<file path="src/acq_pkg.sv">
// Shared constants and types for the acquisition trigger sequencer
package acq_pkg;

  // ==========================================================
  // Clock and widths
  localparam int          CLK_PERIOD_NS = 10;
  localparam int          US_CYCLES     = 1000 / CLK_PERIOD_NS;
  localparam int          CNT_W         = 27;
  localparam int          DLY_W         = 12;
  localparam int          US_W          = 20;
  localparam int          GAIN_W        = 12;

  // ==========================================================
  // Trigger to exposure delays, in ns and in cycles
  localparam int          FIRST_RISE_DELAY_NS  = 2000;
  localparam int          FIRST_FALL_DELAY_NS  = 40000;
  localparam int          SECOND_DELAY_NS      = 1000;
  localparam int          SOFT_DELAY_NS        = 10;
  localparam logic [DLY_W-1:0] FIRST_RISE_CYCLES =
    DLY_W'(FIRST_RISE_DELAY_NS / CLK_PERIOD_NS);
  localparam logic [DLY_W-1:0] FIRST_FALL_CYCLES =
    DLY_W'(FIRST_FALL_DELAY_NS / CLK_PERIOD_NS);
  // Strictly under the printed bound
  localparam logic [DLY_W-1:0] SECOND_CYCLES =
    DLY_W'(SECOND_DELAY_NS / CLK_PERIOD_NS - 1);
  localparam logic [DLY_W-1:0] SOFT_CYCLES =
    DLY_W'((SOFT_DELAY_NS + CLK_PERIOD_NS - 1) / CLK_PERIOD_NS);

  // ==========================================================
  // Exposure and gain limits
  localparam int          ROW_TIME_NS   = 10000;
  localparam logic [US_W-1:0] EXP_MIN_US = US_W'((ROW_TIME_NS + 999) / 1000);
  localparam logic [US_W-1:0] EXP_MAX_US = 20'hf4240;
  localparam logic [US_W-1:0] EXP_STEP_US = 20'h0000a;
  localparam logic [US_W-1:0] GAIN_STEP   = 20'h00010;
  localparam logic [31:0] NS_PER_US     = 32'h000003e8;
  localparam logic [31:0] FPS_DIVIDEND  = 32'h3b9aca00;
  localparam logic        DEBOUNCE_EN_RESET = 1'b0;

  // ==========================================================
  // Enumerations
  typedef enum logic [1:0] {
    MODE_FREE_RUN     = 2'b00,
    MODE_SINGLE       = 2'b01,
    MODE_BURST_START  = 2'b10,
    MODE_BURST_ACTIVE = 2'b11
  } acq_mode_t;

  typedef enum logic [1:0] {
    SRC_SOFTWARE = 2'b00,
    SRC_FIRST    = 2'b01,
    SRC_SECOND   = 2'b10,
    SRC_NONE     = 2'b11
  } trig_src_t;

  typedef enum logic [0:0] {
    TS_IDLE  = 1'b0,
    TS_DELAY = 1'b1
  } trig_state_t;

endpackage

</file>
<file path="src/acq_trigger_control.sv">
// Acquisition sequencer: free-run, paced, single and burst triggering
//
// Overview of operation
// - Free-run starts each exposure by itself without trigger, as soon as possible unless pacing is on.
// - Free-run without pacing exposes the next frame while the previous frame reads out.
// - With pacing on, internal pulses at the set rate start frames in free-run and burst modes.
// - With pacing on, exposure never overlaps readout.
// - Triggered modes stay idle until a valid trigger arrives.
// - Single trigger exposes one frame, then reads that frame out.
// - Trigger input is selectable as edge or level sensitive.
// - A level trigger may set exposure length or gate acquisition.
// - Software command acts as an edge trigger like the hardware inputs, never as a level trigger.
// - Hardware inputs trigger with higher fixed latency than software.
// - Optional debounce with enable and time; reset clears the enable, which follows its setting one cycle later.
// - Trigger delay: 2 us/40 us on first input, under 1 us on second.
// - Exposure-active output rises with exposure start, no delay.
// - Minimum trigger period is delay plus exposure plus readout; free-run reports exposure plus readout only.
// - Reported frame rate is the reciprocal of the minimum trigger period.
// - Burst start: each trigger launches a set count of paced frames.
// - Burst active: frames captured while the trigger level is active.
// - Burst modes only work while pacing is selected.
// - Exposure is clamped to minimum, maximum and step size.
// - Gain may be quantized to discrete steps.
`timescale 1ns/100ps
`default_nettype none

module acq_trigger_control
  import acq_pkg::*;
(
  // Clock and reset
  input  wire logic              clk_in,
  input  wire logic              rst_in,
  // Acquisition settings
  input  wire logic [1:0]        acq_mode_in,
  input  wire logic              frame_rate_enable_in,
  input  wire logic [US_W-1:0]   frame_period_setting_in,
  input  wire logic [7:0]        burst_count_setting_in,
  input  wire logic [US_W-1:0]   exposure_time_setting_in,
  input  wire logic [US_W-1:0]   readout_time_setting_in,
  input  wire logic [GAIN_W-1:0] gain_setting_in,
  input  wire logic              gain_step_enable_in,
  // Trigger settings
  input  wire logic [1:0]        trigger_source_in,
  input  wire logic              trigger_level_mode_in,
  input  wire logic              trigger_invert_in,
  input  wire logic              level_exposure_in,
  input  wire logic              debounce_enable_setting_in,
  input  wire logic [15:0]       debounce_time_setting_in,
  // Trigger inputs
  input  wire logic              software_trigger_in,
  input  wire logic              first_general_input_in,
  input  wire logic              second_general_input_in,
  // Sensor timing
  output logic                   exposure_active_out,
  output logic                   readout_active_out,
  output logic                   frame_start_out,
  output logic                   trigger_ignored_out,
  // Readback
  output logic [US_W-1:0]        exposure_applied_out,
  output logic [GAIN_W-1:0]      gain_applied_out,
  output logic [31:0]            min_trigger_period_out,
  output logic [31:0]            frame_rate_readback_out
);

  // ==========================================================
  // State
  typedef struct packed {
    trig_state_t       tstate;
    logic [DLY_W-1:0]  dly_cnt;
    logic              prev_level;
    logic              exp_busy;
    logic              exp_by_level;
    logic              exp_wait;
    logic [CNT_W-1:0]  exp_cnt;
    logic              rd_busy;
    logic [CNT_W-1:0]  rd_cnt;
    logic [CNT_W-1:0]  pace_cnt;
    logic [7:0]        burst_left;
    logic              frame_start;
    logic              trig_ignored;
    logic [US_W-1:0]   exp_applied;
    logic [GAIN_W-1:0] gain_applied;
    logic [31:0]       min_period;
    logic [5:0]        div_step;
    logic [32:0]       div_rem;
    logic [31:0]       div_quo;
    logic [31:0]       div_den;
    logic [31:0]       fps;
  } acq_state_t;

  acq_state_t s;
  acq_state_t next_s;

  // ==========================================================
  // Helpers
  function automatic logic [US_W-1:0] quantize(
    input logic [US_W-1:0] value,
    input logic [US_W-1:0] step
  );
    quantize = value - (value % step);
  endfunction

  function automatic logic [CNT_W-1:0] to_cycles(input logic [US_W-1:0] us);
    logic [CNT_W-1:0] cyc;
    cyc = CNT_W'(us * US_CYCLES);
    if (cyc == '0)
    begin
      cyc = CNT_W'(1);
    end
    to_cycles = cyc;
  endfunction

  // ==========================================================
  // Settings decode
  acq_mode_t        mode_eff;
  trig_src_t        src;
  logic [US_W-1:0]  exp_clamped;
  logic [US_W-1:0]  exp_us;
  logic [CNT_W-1:0] exp_cycles;
  logic [CNT_W-1:0] rd_cycles;
  logic [CNT_W-1:0] period_cycles;
  logic [GAIN_W-1:0] gain_q;

  assign src = trig_src_t'(trigger_source_in);

  always_comb
  begin
    mode_eff = acq_mode_t'(acq_mode_in);
    if ((mode_eff == MODE_BURST_START || mode_eff == MODE_BURST_ACTIVE)
        && !frame_rate_enable_in)
    begin
      mode_eff = MODE_SINGLE;
    end
  end

  always_comb
  begin
    exp_clamped = exposure_time_setting_in;
    if (exp_clamped < EXP_MIN_US)
    begin
      exp_clamped = EXP_MIN_US;
    end
    else if (exp_clamped > EXP_MAX_US)
    begin
      exp_clamped = EXP_MAX_US;
    end
  end

  assign exp_us        = quantize(exp_clamped, EXP_STEP_US);
  assign exp_cycles    = to_cycles(exp_us);
  assign rd_cycles     = to_cycles(readout_time_setting_in);
  assign period_cycles = to_cycles(frame_period_setting_in);
  assign gain_q        = GAIN_W'(quantize(US_W'(gain_setting_in), GAIN_STEP));

  // ==========================================================
  // Trigger detection
  logic             hw_raw;
  logic             hw_deb;
  logic             is_hw;
  logic             level_now;
  logic             act_edge;
  logic [DLY_W-1:0] dly_sel;
  logic [31:0]      dly_ns;

  assign is_hw  = (src == SRC_FIRST) || (src == SRC_SECOND);
  assign hw_raw = (src == SRC_FIRST) ? first_general_input_in
                                     : second_general_input_in;

  input_debounce u_debounce (
    .clk_in       (clk_in),
    .rst_in       (rst_in),
    .enable_in    (debounce_enable_setting_in),
    .time_us_in   (debounce_time_setting_in),
    .raw_in       (hw_raw),
    .filtered_out (hw_deb)
  );

  assign level_now = is_hw && (hw_deb ^ trigger_invert_in);
  // Software command is an edge-only source
  assign act_edge  = is_hw ? (level_now && !s.prev_level)
                           : (src == SRC_SOFTWARE) && software_trigger_in;

  always_comb
  begin
    case (src)
      SRC_FIRST:
      begin
        // Active edge on an inverted input is the physical falling edge
        dly_sel = trigger_invert_in ? FIRST_FALL_CYCLES : FIRST_RISE_CYCLES;
        dly_ns  = trigger_invert_in ? 32'(FIRST_FALL_DELAY_NS)
                                    : 32'(FIRST_RISE_DELAY_NS);
      end
      SRC_SECOND:
      begin
        dly_sel = SECOND_CYCLES;
        dly_ns  = 32'(SECOND_DELAY_NS);
      end
      default:
      begin
        dly_sel = SOFT_CYCLES;
        dly_ns  = 32'(SOFT_DELAY_NS);
      end
    endcase
  end

  // ==========================================================
  // Sequencer
  logic       frames_idle;
  logic       pace_tick;
  logic       start;
  logic       by_level;
  logic       exp_end;
  logic       rd_free;
  logic [32:0] div_sh;
  logic       div_bit;

  assign frames_idle = !s.exp_busy && !s.exp_wait && !s.rd_busy;
  assign pace_tick   = frame_rate_enable_in && (s.pace_cnt == '0);
  assign exp_end     = s.exp_busy && (s.exp_by_level ? !level_now
                                                     : (s.exp_cnt == '0));
  assign rd_free     = !s.rd_busy || ((s.rd_cnt == '0) && !s.exp_wait);

  always_comb
  begin
    next_s              = s;
    start               = 1'b0;
    by_level            = 1'b0;
    div_sh              = '0;
    div_bit             = 1'b0;
    next_s.frame_start  = 1'b0;
    next_s.trig_ignored = 1'b0;
    next_s.prev_level   = level_now;

    // Internal pacing pulses
    if (!frame_rate_enable_in)
    begin
      next_s.pace_cnt = '0;
    end
    else if (pace_tick)
    begin
      next_s.pace_cnt = period_cycles - CNT_W'(1);
    end
    else
    begin
      next_s.pace_cnt = s.pace_cnt - CNT_W'(1);
    end

    // Frame launch per mode
    case (mode_eff)
      MODE_FREE_RUN:
      begin
        if (frame_rate_enable_in)
        begin
          start = pace_tick && frames_idle;
        end
        else
        begin
          start = !s.exp_busy && !s.exp_wait;
        end
      end
      MODE_SINGLE:
      begin
        if (act_edge)
        begin
          if (frames_idle && s.tstate == TS_IDLE)
          begin
            next_s.tstate  = TS_DELAY;
            next_s.dly_cnt = dly_sel - DLY_W'(1);
          end
          else
          begin
            next_s.trig_ignored = 1'b1;
          end
        end
      end
      MODE_BURST_START:
      begin
        if (act_edge)
        begin
          if (s.burst_left == '0 && s.tstate == TS_IDLE)
          begin
            next_s.tstate  = TS_DELAY;
            next_s.dly_cnt = dly_sel - DLY_W'(1);
          end
          else
          begin
            next_s.trig_ignored = 1'b1;
          end
        end
        if (s.burst_left != '0 && pace_tick && frames_idle)
        begin
          start             = 1'b1;
          next_s.burst_left = s.burst_left - 8'h01;
        end
      end
      MODE_BURST_ACTIVE:
      begin
        start = trigger_level_mode_in && level_now
                && pace_tick && frames_idle;
      end
      default:
      begin
        start = 1'b0;
      end
    endcase

    // Trigger to exposure delay
    if (s.tstate == TS_DELAY)
    begin
      if (s.dly_cnt == '0)
      begin
        next_s.tstate = TS_IDLE;
        if (mode_eff == MODE_SINGLE)
        begin
          start    = 1'b1;
          by_level = trigger_level_mode_in && level_exposure_in
                     && level_now;
        end
        else if (mode_eff == MODE_BURST_START)
        begin
          next_s.burst_left = burst_count_setting_in;
          next_s.pace_cnt   = '0;
        end
      end
      else
      begin
        next_s.dly_cnt = s.dly_cnt - DLY_W'(1);
      end
    end

    // Readout timing
    if (s.rd_busy)
    begin
      if (s.rd_cnt == '0)
      begin
        if (s.exp_wait)
        begin
          next_s.rd_cnt   = rd_cycles - CNT_W'(1);
          next_s.exp_wait = 1'b0;
        end
        else
        begin
          next_s.rd_busy = 1'b0;
        end
      end
      else
      begin
        next_s.rd_cnt = s.rd_cnt - CNT_W'(1);
      end
    end

    // Exposure end hands the frame to readout
    if (exp_end)
    begin
      next_s.exp_busy = 1'b0;
      if (rd_free)
      begin
        next_s.rd_busy = 1'b1;
        next_s.rd_cnt  = rd_cycles - CNT_W'(1);
      end
      else
      begin
        next_s.exp_wait = 1'b1;
      end
    end
    else if (s.exp_busy && !s.exp_by_level)
    begin
      next_s.exp_cnt = s.exp_cnt - CNT_W'(1);
    end

    // Exposure start
    if (start)
    begin
      next_s.exp_busy     = 1'b1;
      next_s.exp_cnt      = exp_cycles - CNT_W'(1);
      next_s.exp_by_level = by_level;
      next_s.frame_start  = 1'b1;
    end

    // Readback of applied settings
    next_s.exp_applied  = exp_us;
    next_s.gain_applied = gain_step_enable_in ? gain_q : gain_setting_in;
    next_s.min_period   = ((mode_eff == MODE_FREE_RUN) ? 32'h00000000 : dly_ns)
                          + 32'(exp_us) * NS_PER_US
                          + 32'(readout_time_setting_in) * NS_PER_US;

    // Frame rate as reciprocal of the minimum period
    if (s.div_step == '0)
    begin
      next_s.div_den  = s.min_period;
      next_s.div_rem  = '0;
      next_s.div_quo  = FPS_DIVIDEND;
      next_s.div_step = 6'h01;
    end
    else
    begin
      div_sh = {s.div_rem[31:0], s.div_quo[31]};
      if (div_sh >= {1'b0, s.div_den})
      begin
        div_sh  = div_sh - {1'b0, s.div_den};
        div_bit = 1'b1;
      end
      next_s.div_rem = div_sh;
      next_s.div_quo = {s.div_quo[30:0], div_bit};
      if (s.div_step == 6'h20)
      begin
        next_s.fps      = {s.div_quo[30:0], div_bit};
        next_s.div_step = '0;
      end
      else
      begin
        next_s.div_step = s.div_step + 6'h01;
      end
    end
  end

  // ==========================================================
  // Registers
  always_ff @(posedge clk_in)
  begin
    if (rst_in)
    begin
      s            <= '0;
      s.prev_level <= is_hw && (hw_raw ^ trigger_invert_in);
    end
    else
    begin
      s <= next_s;
    end
  end

  // ==========================================================
  // Outputs
  assign exposure_active_out     = s.exp_busy;
  assign readout_active_out      = s.rd_busy;
  assign frame_start_out         = s.frame_start;
  assign trigger_ignored_out     = s.trig_ignored;
  assign exposure_applied_out    = s.exp_applied;
  assign gain_applied_out        = s.gain_applied;
  assign min_trigger_period_out  = s.min_period;
  assign frame_rate_readback_out = s.fps;

endmodule

`default_nettype wire

</file>
<file path="src/input_debounce.sv">
// Optional debounce filter for the selected trigger input
`timescale 1ns/100ps
`default_nettype none

module input_debounce
  import acq_pkg::*;
(
  // Clock and reset
  input  wire logic        clk_in,
  input  wire logic        rst_in,
  // Settings
  input  wire logic        enable_in,
  input  wire logic [15:0] time_us_in,
  // Signal
  input  wire logic        raw_in,
  output logic             filtered_out
);

  typedef struct packed {
    logic        en;
    logic        level;
    logic [22:0] cnt;
  } deb_state_t;

  deb_state_t s;
  deb_state_t next_s;
  logic [22:0] limit;

  assign limit = 23'(time_us_in * US_CYCLES);

  // ==========================================================
  // Filter
  always_comb
  begin
    next_s    = s;
    next_s.en = enable_in;
    if (!s.en || raw_in == s.level)
    begin
      next_s.level = raw_in;
      next_s.cnt   = '0;
    end
    else if (s.cnt >= limit)
    begin
      next_s.level = raw_in;
      next_s.cnt   = '0;
    end
    else
    begin
      next_s.cnt = s.cnt + 23'h000001;
    end
  end

  always_ff @(posedge clk_in)
  begin
    if (rst_in)
    begin
      s       <= '0;
      s.en    <= DEBOUNCE_EN_RESET;
      // Track the pin so no false edge follows reset
      s.level <= raw_in;
    end
    else
    begin
      s <= next_s;
    end
  end

  assign filtered_out = s.level;

endmodule

`default_nettype wire

</file>
<file path="config.mk">
export PLATFORM = sky130hd
export DESIGN_NAME = acq_trigger_control
export DESIGN_NICKNAME = d
export VERILOG_FILES = /design/src/acq_pkg.sv /design/src/acq_trigger_control.sv /design/src/input_debounce.sv
export SDC_FILE = /design/constraint.sdc
export NUM_CORES = 2
export LEC_CHECK = 0
export ABC_AREA = 0
export BUFFER_PORTS_ARGS = -buffer_cell sky130_fd_sc_hd__clkbuf_2
export CORE_MARGIN = 1.5
export CORE_UTILIZATION = 35
export DETAILED_ROUTE_END_ITERATION = 8
export PLACE_DENSITY = 0.59
export SLEW_MARGIN = 20
export SYNTH_ARGS = -nofsm -noshare
export SYNTH_HDL_FRONTEND = slang
export SYNTH_SLANG_ARGS = --single-unit
</file>
<file path="constraint.sdc">
create_clock -name clk_in -period 20 [get_ports clk_in]
set_input_delay 3 -clock clk_in [delete_from_list [all_inputs] [get_ports clk_in]]
set_output_delay 3 -clock clk_in [all_outputs]
set_load 0.005 [all_outputs]
</file>
Word level (Yosys, flattened, before mapping). Index checks and enable logic that the tools add are counted.

Output and inout port bits: 100. Word-level logic and storage cells: 194. Flip-flop bits (word level): 332.

$add $sub $neg: 16. Reductions and logical operators: 53. Order comparisons: 4. Muxes and demuxes: 74. Divide/modulo/power cells: 1. Bitwise logic cells: 4. Equal/unequal tests: 10. Multipliers: 6.

Operators by type and width (number): $mux W295 (1); $mux W27 (10); $logic_not A27 Y1 (6); $sub A27 B1 Y27 const B (6); $mux W35 (4); $mux W32 (4); $mux W28 (3); $mul A20 B5 Y25 const B (3); $mux W71 (1); $mux W13 (5); $add A32 B30 Y32 (2); $mul A20 B7 Y27 const B (2); $mux W24 (2); $mux W20 (2); $mux W12 (3); $ge A33 B32 Y1 (1); $mux W33 (1); $sub A33 B32 Y33 (1); $pmux W16 S2 (1); $mux W1 (26); $pmux W13 S2 (1); $pmux W12 S2 (1); $sub A12 B1 Y12 const B (2); $add A23 B1 Y23 const B (1); other kinds (36) (79).

Depth between registers and ports, before layout.
Depth after elaboration: 12. Mapped depth: 79. Gate-level depth less buffers: 73.

Cells and area by module. A second synthesis with hierarchy kept.

Cell total of the unflattened synthesis: 4247. Area total of the unflattened synthesis: 34212.8 um^2.

By module, submodules not included: acq_trigger_control (cells an instance 3903, area each 31227.4 um^2, instances 1); input_debounce (cells an instance 344, area each 2985.4 um^2, instances 1).

Worst setup path after synthesis. No wires, ideal clock.

Path type: in2reg. Start point: input exposure_time_setting_in[17]. End point: register s, in the netlist min_trigger_period_out[30]. Cell stages on the path: 68. Path slack: 2.290 ns. Arrival time: 17.582 ns. Path through: buf_4 > or3b_4 > a311oi_2 > a2111oi_0 > a221o_1 > or4_1 > buf_2 > a2111oi_4 > o211a_4 > nor3_2 > o21ai_4 > a31oi_2 > a311o_1 > a21oi_2 > mux2_1 > o32ai_1 > a311oi_2 > buf_4 > [32 not listed] > fa_1 > inv_1 > ha_1 > inv_1 > o21ai_0 > a21oi_1 > o21bai_1 > a21o_1 > a21o_1 > xor2_1 > ha_1 > ha_1 > a21o_1 > a31o_2 > a21o_1 > a21oi_1 > xor2_1 > nor2_1.

Cells in the longest elaborated chain, start to end: 8. Elaborated cells between the ends (all ways): 9.

RTL lines: start: declaration (RTL line acq_trigger_control.sv:38) `input wire logic [US_W-1:0] exposure_time_setting_in,`; $gt A20 B20 Y1 (RTL line acq_trigger_control.sv:143) `else if (exp_clamped > EXP_MAX_US)`; $mux W20 (RTL line acq_trigger_control.sv:143); $mux W20 (*) (RTL line acq_trigger_control.sv:139) `if (exp_clamped < EXP_MIN_US)`; $mod A20 B4 Y20 (RTL line acq_trigger_control.sv:100) `quantize = value - (value % step);`; $sub A20 B20 Y20 (*) (RTL line acq_trigger_control.sv:100); via exp_us[17] (RTL line acq_trigger_control.sv:118) `logic [US_W-1:0] exp_us;`; $mul A20 B7 Y27 (*) (RTL line acq_trigger_control.sv:384) `+ 32'(exp_us) * NS_PER_US`; $add A32 B30 Y32 (*) (RTL line acq_trigger_control.sv:384); $add A32 B30 Y32 (*) (RTL line acq_trigger_control.sv:385) `+ 32'(readout_time_setting_in) * NS_PER_US;`; end signal: assignment (RTL line acq_trigger_control.sv:428) `s <= next_s;`; end: declaration (RTL line acq_trigger_control.sv:91) `acq_state_t s;`.

The timed path passes the listed nets; every way through them passes the cells marked *. A chain may end at the register's enable or synchronous reset.

Worst setup path in the final report.
Start point: input exposure_time_setting_in[16]. End point: register s, in the netlist min_trigger_period_out[30].

Same word-level chain as after synthesis.

==> reports/qor.yml <==
die:
  ioPinCount: 211
  coreArea_sq_um: 96900
  die_h_um: 316
  start_util_pct: 35.4
  die_area_sq_um: 99700
  die-width_um: 316
  rows: 114
place:
  port_buffers: 207
  dp_hpwl_mm: 68.5
  gp_congestion: 0.887
  pre_cts_ws_ps: 628
synthesis:
  synth_enable_flop_cells: 1
  ys_warn_count: 0
  synth_ff_type: "dfxtp_1"
  ys_top_cells_by_area: "dfxtp_1 (19%), ha_1 (17%), fa_1 (10%)"
  synth-async-reset-ratio_pct: 0
  yosysMostFrequentCell: "inv_1"
  ys_ff_latch: 327
  avgSynthCellArea_sq_um: 8.03
  syn_area_sq_um: 34200
  synth_top_area_share_pct: 19.1
  yosysUniqueCellTypes: 118
  ys_seq_area_share_pct: 19.1
  yosysTopAreaCell: "dfxtp_1"
  syn_inst: 4263
  synth_common_cells: "inv_1 (581), ha_1 (471), nand2_1 (368), nor2_1 (345), a21oi_1 (338)"
timing:
  skew_ps: 13.4
  setup_viol: 0
  setup_tns_ps: 0
  hold_viol: 0
  setup_ws_ps: 1410
  max_freq_mhz: 53.8
  worst_slew_pin_slew_ps: 1050
  period_needed_ps: 18590
  report.final.slew_viol_count: 0
  slew_headroom_pct: 29.9
  fin_crit_sh_pct: 92.9
  rsz0062_at_grt: "no"
final_layout:
  fin_util_pct: 38.8
  final_net_count: 5094
  synthToLayoutAreaGrowth_pct: 9.78
  diodes: 0
  drive_above_1_share_pct: 8.81
clock_network:
  numCtsBuffers: 43
  cts_tree: "yes"
  clk_latency_ps: 610
  htreeDepth: 2
  cts_buffer_depth: 3
  clock_sinks: 327
  clkTransAtPathRegs_ps: 60
  cts-root-buf: "clkbuf_16"
route:
  drtPass1Iterations: 9
  ant_nets: 0
  detail_route.wirelength_mm: 86.6
  wl_per_cell_um: 15.3
  vias: 28600
  viasPerCell: 5.07
  drc_errors: 12
  drt_iter0_markers: 1685
min_path:
  hp-class: "reg -> reg"
global_routing:
  grt_pass1_vias: 27400
  gr-total-overflow: 0
  antenna_found_initial: 3
  grt_usage_pct: 17.3
  grt_max_degree: 70
  grt_pass1_wl_mm: 142
run:
  max_cap_violations: 0
critical_path:
  crit_top_cell: "ha_1"
  required_ps: 20470
  startpoint_type: "primary input"
  path_max_fanout: 37
  worst-setup-path-type: "in -> reg"
  critPathMaxStageDelay_ps: 560
  cp.arrival_ps: 19050
  endpoint_kind: "flip-flop"
  cp_slowest_cell: "a221oi_2"
run_status:
  status: "finished with violations"
  violations: "design-rule violations"
-- metal layers --
metal / global-route usage [%] / vias to the layer above / share of wire (%)
li1: - / 14500 / -
met1: 23.5 / 13500 / 48
met2: 29.1 / 490 / 46
met3: 2.61 / 91 / 4.4
met4: 3.53 / 4 / 1.7
met5: 0 / - / 0.028
-- path summary, 6_finish.rpt --
check	startpoint	endpoint	slack, ps	cells past startpoint
max reg2reg	s[33]	s[125]	13370	26
min	s[85]	frame_rate_readback_out[22]	450	2
max	exposure_time_setting_in[16]	min_trigger_period_out[30]	1410	67
min reg2reg	s[85]	frame_rate_readback_out[22]	450	2
-- flip-flops by register name, indices dropped and copies added, names as in the netlist --
register	flops
s	205
trigger_ignored_out	1
gain_applied_out	12
exposure_applied_out	19
u_debounce.s	24
readout_active_out	1
u_debounce.filtered_out	1
min_trigger_period_out	30
frame_start_out	1
exposure_active_out	1
frame_rate_readback_out	32
-- cells by family (layout without fill, tap and decap cells) --
kind of cell | after synthesis | after routing | synth area share [%]
simple gates | 1212 | 1212 | 16.7
buf+inv | 801 | 898 | 9.98
fa+ha+maj | 649 | 649 | 27.6
xor+xnor | 313 | 313 | 8.07
flops | 327 | 327 | 19.1
other cells | 2 | 11 | 0.0219
compound gates | 924 | 924 | 17.4
mux | 35 | 35 | 1.06
-- worst max-delay path, delay by kind of cell --
kind | cells | cell delay [ps]
fa+ha+maj | 9 | 3430
buf+inv | 8 | 1560
simple gates | 9 | 1770
mux | 2 | 390
xor+xnor | 3 | 460
compound gates | 36 | 8390
-- area by class of cell --
| class | count | area, sq um |
|---|---|---|
| Clock buffer | 58 | 1220 |
| Clock inverter | 21 | 407 |
| Fill cell | 9984 | 59300 |
| Inverter | 585 | 2200 |
| Multi-Input combinational cell | 3144 | 24400 |
| Sequential cell | 327 | 6560 |
| Tap cell | 1276 | 1600 |
| Timing Repair Buffer | 234 | 1250 |
-- placed cells by master, fill, tap and decap left out, types with 11 or more instances in the layout --
master / instances
ha_1: 471
nand4_1: 28
o21bai_1: 51
nor3_1: 100
fa_1: 177
or3_1: 20
a21boi_0: 13
buf_4: 27
nand2_1: 368
nand3_1: 68
nand2b_1: 44
o21ai_0: 164
a211oi_1: 22
a22oi_1: 17
clkbuf_2: 204
clkbuf_16: 43
a21o_1: 74
a31oi_1: 20
conb_1: 11
xor2_1: 112
or4_1: 11
a21oi_1: 337
and2_1: 43
and3_1: 30
o211ai_1: 14
o22ai_1: 40
mux2i_1: 25
o21a_1: 15
o31ai_1: 14
nor2b_1: 44
inv_1: 581
nor2_1: 345
nor4_1: 35
dfxtp_1: 326
o31a_1: 14
xnor2_1: 199
-- what timing repair did --
item	4_1_cts	5_1_grt
endpoints found under the hold margin	0	0
buffers inserted	0	2
setup endpoints to repair	0	15
gates resized for setup	0	10
hold buffers	0	0
-- stage by stage --
stage / hold slack (ps) / area (sq um) / cells
floorplan: 427 / 34300 / 4272
global placement: 436 / 35900 / 5564
detailed placement: 442 / 35900 / 5564
CTS: 447 / 37500 / 5643
global route: 462 / 37600 / 5645
finish: 447 / 37600 / 5645
Power is left out: the tool's default activity adds up to more than one toggle a clock period on the data nets, which glitch-free logic cannot reach.
